--- src/rtl/gpi_pkg.sv ---
/*
 gpio pin interrupt and read: shared constants and types.
 assumes: included before every other design file.
*/
`default_nettype none
package gpi_pkg;
    localparam int unsigned PIN_COUNT   = 8;
    localparam int unsigned WORD_WIDTH  = 32;
    localparam logic [7:0]  MASK_RESET  = 8'h00;
    localparam logic [7:0]  RAW_RESET   = 8'h00;
    localparam logic [2:0]  TYPE_RESET  = 3'h0;
    localparam logic [31:0] WORD_RESET  = 32'h0000_0000;

    typedef enum logic [2:0] {
        GPI_FALLING,
        GPI_RISING,
        GPI_BOTH,
        GPI_LOW,
        GPI_HIGH
    } gpi_trig_t;

    typedef enum {
        GPI_ST_IDLE,
        GPI_ST_STATUS,
        GPI_ST_LEVEL
    } gpi_rd_t;

    // place a byte in the low bits of a word, upper bits zero
    function automatic logic [31:0] gpi_word(input logic [7:0] b);
        gpi_word = {24'h00_0000, b};
    endfunction
endpackage
`default_nettype wire

--- src/rtl/gpi_det_if.sv ---
/*
 gpio pin interrupt and read: carrier between the top and the detector.
 assumes: both ends run on mclk.
*/
`timescale 1ns/1ps
`default_nettype none
interface gpi_det_if;
    logic [7:0]  level;
    logic [23:0] trig;
    logic [7:0]  event_hit;
    modport top (output level, output trig, input event_hit);
    modport det (input level, input trig, output event_hit);
endinterface
`default_nettype wire

--- src/rtl/gpi_port.sv ---
/*
 gpio pin interrupt and read: masks, raw and masked status, pin readback.
 assumes: pin_in from the pads (asynchronous), requests one-cycle pulses on mclk.
*/
//
// Contract
// - mask request masks only selected pins
// - unmask request enables only selected pins
// - raw or masked status chosen by select
// - status word bits 7:0, upper zero
// - level read returns pad level, unless a status read comes in the same cycle (status wins)
// - unselected pins read as zero on a level read
// - bit n of selector means pin n
// - per-pin edge or level trigger type
// - clear request removes selected pending events, unless an event is detected in the same cycle (set wins)
`timescale 1ns/1ps
`default_nettype none
module gpi_port
    import gpi_pkg::*;
(
    input  wire logic        mclk,
    input  wire logic        sys_rst,
    input  wire logic [7:0]  pin_in,
    input  wire logic [7:0]  pin_select_vector,
    input  wire logic        pin_irq_mask_request,
    input  wire logic        pin_irq_unmask_request,
    input  wire logic        pin_irq_clear_request,
    input  wire logic        pin_irq_type_request,
    input  wire logic [2:0]  trig_type,
    input  wire logic        pin_irq_status_read,
    input  wire logic        status_view_select,
    input  wire logic        pin_level_read,
    output logic [31:0]      read_data,
    output logic             read_valid,
    output logic             port_irq
);
    gpi_det_if det_bus ();

    logic [7:0]  pin_meta;
    logic [7:0]  pin_sync;
    logic [7:0]  irq_enable;
    logic [7:0]  raw_status;
    logic [23:0] trig_cfg;
    logic [7:0]  next_irq_enable;
    logic [7:0]  next_raw_status;
    logic [23:0] next_trig_cfg;
    logic [31:0] next_read_data;
    logic        next_read_valid;
    logic        next_port_irq;
    logic [7:0]  masked_status;

    // two flops before any logic sees the pads
    always_ff @(posedge mclk) begin
        if (sys_rst) begin
            pin_meta <= RAW_RESET;
            pin_sync <= RAW_RESET;
        end else begin
            pin_meta <= pin_in;
            pin_sync <= pin_meta;
        end
    end

    assign det_bus.level = pin_sync;
    assign det_bus.trig  = trig_cfg;

    gpi_detect u_detect (
        .mclk    (mclk),
        .sys_rst (sys_rst),
        .det     (det_bus)
    );

    assign masked_status = raw_status & irq_enable;

    always_comb begin
        next_irq_enable = irq_enable;
        next_trig_cfg   = trig_cfg;
        // mask and unmask in one cycle: unmask wins, last write style
        if (pin_irq_mask_request) begin
            next_irq_enable = next_irq_enable & ~pin_select_vector;
        end
        if (pin_irq_unmask_request) begin
            next_irq_enable = next_irq_enable | pin_select_vector;
        end
        for (int i = 0; i < 8; i++) begin
            if (pin_irq_type_request && pin_select_vector[i]) begin
                next_trig_cfg[3*i +: 3] = trig_type;
            end
        end
        // set beats clear; level types re-set while active
        next_raw_status = raw_status;
        if (pin_irq_clear_request) begin
            next_raw_status = next_raw_status & ~pin_select_vector;
        end
        next_raw_status = next_raw_status | det_bus.event_hit;
        next_port_irq   = |(next_raw_status & next_irq_enable);
        next_read_valid = pin_irq_status_read | pin_level_read;
        next_read_data  = WORD_RESET;
        if (pin_irq_status_read) begin
            next_read_data = gpi_word(status_view_select ? masked_status : raw_status);
        end else if (pin_level_read) begin
            next_read_data = gpi_word(pin_sync & pin_select_vector);
        end
    end

    always_ff @(posedge mclk) begin
        if (sys_rst) begin
            irq_enable <= MASK_RESET;
            raw_status <= RAW_RESET;
            trig_cfg   <= {8{TYPE_RESET}};
            read_data  <= WORD_RESET;
            read_valid <= 1'b0;
            port_irq   <= 1'b0;
        end else begin
            irq_enable <= next_irq_enable;
            raw_status <= next_raw_status;
            trig_cfg   <= next_trig_cfg;
            read_data  <= next_read_data;
            read_valid <= next_read_valid;
            port_irq   <= next_port_irq;
        end
    end

    // pins whose loaded trigger type is code; read by the checks only
    function automatic logic [7:0] pins_of_type(input logic [23:0] cfg, input logic [2:0] code);
        for (int i = 0; i < 8; i++) begin
            pins_of_type[i] = (cfg[3*i +: 3] == code);
        end
    endfunction
endmodule
`default_nettype wire

--- src/rtl/gpi_detect.sv ---
/*
 gpio pin interrupt and read: per-pin edge or level event detector.
 assumes: level already synchronised to mclk by the caller.
*/
`timescale 1ns/1ps
`default_nettype none
module gpi_detect
    import gpi_pkg::*;
(
    input  wire logic mclk,
    input  wire logic sys_rst,
    gpi_det_if.det    det
);
    logic [7:0] prev;
    logic [7:0] next_prev;
    logic [7:0] hit;

    always_comb begin
        next_prev = det.level;
        for (int i = 0; i < 8; i++) begin
            case (gpi_trig_t'(det.trig[3*i +: 3]))
                GPI_FALLING: hit[i] = prev[i] & ~det.level[i];
                GPI_RISING:  hit[i] = ~prev[i] & det.level[i];
                GPI_BOTH:    hit[i] = prev[i] ^ det.level[i];
                GPI_LOW:     hit[i] = ~det.level[i];
                GPI_HIGH:    hit[i] = det.level[i];
                default:     hit[i] = 1'b0;
            endcase
        end
    end

    always_ff @(posedge mclk) begin
        if (sys_rst) begin
            prev <= RAW_RESET;
        end else begin
            prev <= next_prev;
        end
    end

    assign det.event_hit = hit;
endmodule
`default_nettype wire

--- config.mk ---
export PLATFORM = sky130hd
export DESIGN_NAME = gpi_port
export DESIGN_NICKNAME = d
export VERILOG_FILES = /design/src/rtl/gpi_pkg.sv /design/src/rtl/gpi_det_if.sv /design/src/rtl/gpi_port.sv /design/src/rtl/gpi_detect.sv
export SDC_FILE = /design/constraint.sdc
export NUM_CORES = 1
export LEC_CHECK = 0
export BUFFER_PORTS_ARGS = -buffer_cell sky130_fd_sc_hd__buf_2
export CORE_MARGIN = 2
export CORE_UTILIZATION = 55
export DETAILED_ROUTE_END_ITERATION = 6
export GPL_TIMING_DRIVEN = 0
export PLACE_DENSITY_LB_ADDON = 0.05
export SLEW_MARGIN = 20
export SYNTH_ARGS = -nofsm -noshare
export SYNTH_HDL_FRONTEND = slang
export SYNTH_SLANG_ARGS = --single-unit
--- constraint.sdc ---
create_clock -name mclk -period 1.7 [get_ports mclk]
set_clock_uncertainty 0.05 [all_clocks]
set_input_delay 0.34 -clock mclk [delete_from_list [all_inputs] [get_ports mclk]]
set_output_delay 0.34 -clock mclk [all_outputs]
set_load 0.02 [all_outputs]
==> flow_metrics.tcl <==
set metrics [dict create \
    crit_fanout 4 \
    max-vdd-ir-drop_v 0.0006704 \
    die_y_um 82.97 \
    drc 0 \
    clockPowerShare 0.352 \
    dp.final_hpwl_mm 5.372 \
    start_kind "flop" \
    syn_area_per_cell_um2 8.205 \
    synthTopCellsByArea "dfxtp_1 (43%), nor2b_1 (9.3%), ha_1 (5.8%)" \
    core_mm2 0.005991 \
    async_flop_share 0 \
    whs_path_depth 2 \
    num_antenna_cells 0 \
    slew_violations 0 \
    numCtsBuffers 9 \
    syn_to_final_growth_pct 17.15 \
    cp_top_family "compound AO/OA/AOI/OAI gates" \
    synth_area_mm2 0.003430 \
    cellLeakagePower_nw 1.643 \
    worstHoldStart "pin_in[2]" \
    grt_start_max_net_pins 12 \
    slowest_stage "dfxtp_4" \
    num_vias 2997 \
    switching_share 0.2670 \
    fin_ws_ps 53.90 \
    period_minus_slack_ps 1646 \
    drt-vias-per-instance 5.400 \
    ff2ff_path_depth 7 \
    final_cells 555 \
    holdPathEnd "pin_meta[2]$_SDFF_PP0_" \
    synth-main-ff-cell "dfxtp_1" \
    wl_per_cell_um 14.63 \
    cts-htree-levels 3 \
    reg2reg_slack_ps 50 \
    ys_seq_elements 74 \
    preCtsSetupSlack_ps -93.20 \
    synthCells 418 \
    grt_util_all_layers 0.2404 \
    reg2reg_from "det_bus.level[5]$_SDFF_PP0_" \
    place_congestion 0.9403 \
    initial_core_util 0.5725 \
    slew_headroom 0.5011 \
    drv_cap 0 \
    required_ps 1860 \
    outcome "finished, final reports clean" \
    dr.pass1.iters 5 \
    rsz0062_at_grt "yes" \
    slowest_delay_ps 380 \
    combPwrFrac 0.128 \
    ff_latch_area_mm2 0.001504 \
    path_clk_slew_ps 70 \
    power.share.sequential 0.520 \
    finalSetupViolCount 0 \
    p_int_mw 2.633 \
    insertion_delay_ps 350 \
    multi_input_area_mm2 0.001753 \
    row_count 28 \
    detail-route-antenna-nets 0 \
    grt_overflow 0 \
    die_x_um 82.97 \
    final_nets 519 \
    synthTopCellsByCount "dfxtp_1 (74), nor2b_1 (51), nand2_1 (49), a21oi_1 (39), nand3_1 (32)" \
    grt_pass1_wl_mm 13.03 \
    power.density_mw_per_mm2 894.3 \
    p_switching_mw 0.9594 \
    drt_iter0_drc 294 \
    path_class "flop to flop" \
    synth_edf_count 0 \
    antenna_found_initial 0 \
    fmax_mhz 607.5 \
    synth_top_area_share 0.4320 \
    worstSetupEndpointType "flop" \
    layout-drive-gt1-share 0.2042 \
    yosys.area.top_type "dfxtp_1" \
    worstPathArrival_ps 1810 \
    clk_path_buf_depth 2 \
    pin_count 62 \
    hold_class "input port to flop" \
    period_share 0.9683 \
    crit_chain "inv_4 > ha_4 > nor2b_1 > o21ai_1 > a31oi_2 > nor4_2 > a21oi_1" \
    dp.cells 537 \
    grt_pass1_vias 2620 \
    dieArea_mm2 0.006883 \
    hold_viol_final 0 \
    tritoncts "built" \
    yosysUniqueCellTypes 28 \
    cts_root_buf "clkbuf_8" \
    synth.most_common_cell "dfxtp_1" \
    path_buf_inv 1 \
    r2r-end "port_irq$_SDFF_PP0_" \
    clkSinkCount 74 \
    port_buffers 21 \
    yosys_warnings 0 \
    worstMarginPinSlew_ps 748.3 \
    yosysSeqAreaShare 0.4320 \
    wl_mm 8.120 \
    nFillCells 546 \
]
==> how the worst max path moves through the flow <==
stage / from / to / slack, ps / cells past startpoint
after detailed placement: det_bus.level[5]$_SDFF_PP0_ / port_irq$_SDFF_PP0_ / -90 / 7
after global placement: det_bus.level[5]$_SDFF_PP0_ / port_irq$_SDFF_PP0_ / -100 / 7
after global routing: det_bus.level[5]$_SDFF_PP0_ / port_irq$_SDFF_PP0_ / -30 / 7
final: det_bus.level[5]$_SDFF_PP0_ / port_irq$_SDFF_PP0_ / 50 / 7
after CTS: det_bus.level[2]$_SDFF_PP0_ / port_irq$_SDFF_PP0_ / 6 / 7
after floorplan: det_bus.level[6]$_SDFF_PP0_ / port_irq$_SDFF_PP0_ / 220 / 7
==> power groups by stage <==
stage / Combinational, mW / Clock (mW) / Sequential, mW
after detailed placement: 0.431 / 0 / 1.91
after global routing: 0.506 / 1.36 / 1.88
final: 0.458 / 1.27 / 1.87
after CTS: 0.435 / 1.28 / 1.87
after floorplan: 0.321 / 0 / 1.90
after global placement: 0.424 / 0 / 1.90
==> layer usage <==
metal | vias to the layer above | GRT usage | share of wire
met3 | 30 | 0.04672 | 0.075
met2 | 137 | 0.3585 | 0.45
met1 | 1359 | 0.3323 | 0.44
met5 | - | 0 | 0
li1 | 1471 | - | -
met4 | 0 | 0.1192 | 0.033
==> cell families after synthesis <==
family,Yosys count,share of synthesized area
AOI/OAI and AO/OA,86,0.1441
adders and majority gates,16,0.05837
buffers and inverters,68,0.1047
DFF,74,0.4320
muxes,2,0.005838
other,1,0.001093
and+or+nand+nor,171,0.2539
==> through the flow <==
step	hold slack, ps	area, um^2	TNS, ps	power (mW)	utilization
floorplan	363.8	3516	0	2.224	-
global placement	369.0	3715	-101.2	2.328	0.6201
detailed placement	373.1	3715	-93.20	2.337	0.6201
CTS	142.8	3910	0	3.579	0.6527
global route	144.5	4018	-26.08	3.740	0.6706
finish	145.7	4018	0	3.593	0.6706
==> sequential cells by signal (all words and copies together) (netlist names) <==
register,cells
u_detect.prev,8
raw_status,8
det_bus.level,8
det_bus.trig,24
port_irq,1
read_valid,1
irq_enable,8
pin_meta,8
read_data,8
==> cell type report <==
| cell class | instances | area share |
|---|---|---|
| clock buffers | 14 | 0.04298 |
| clock inverters | 2 | 0.002491 |
| multi-input cells | 299 | 0.4363 |
| well taps | 75 | 0.02336 |
| plain buffers | 51 | 0.07350 |
| repair buffers | 23 | 0.02990 |
| flip-flops and latches | 74 | 0.3743 |
| inverters | 17 | 0.01713 |
==> timing repair <==
item | in CTS | in global routing
pin swaps | 2 | 10
buffers inserted | 0 | 2
resized for setup | 9 | 34
endpoints found under the setup margin | 1 | 1
hold buffers | 0 | 0
==> cell usage in the layout, fill, tap and decap left out, types with 14 or more instances in the layout <==
master	instances
nand2_1	49
inv_1	14
conb_1	24
nor2_1	27
a21oi_1	39
nor2b_1	50
buf_2	31
buf_4	26
nand3_1	32
clkbuf_1	14
dfxtp_1	64
ha_1	14
No activity file was read; power rests on OpenSTA's default activity.
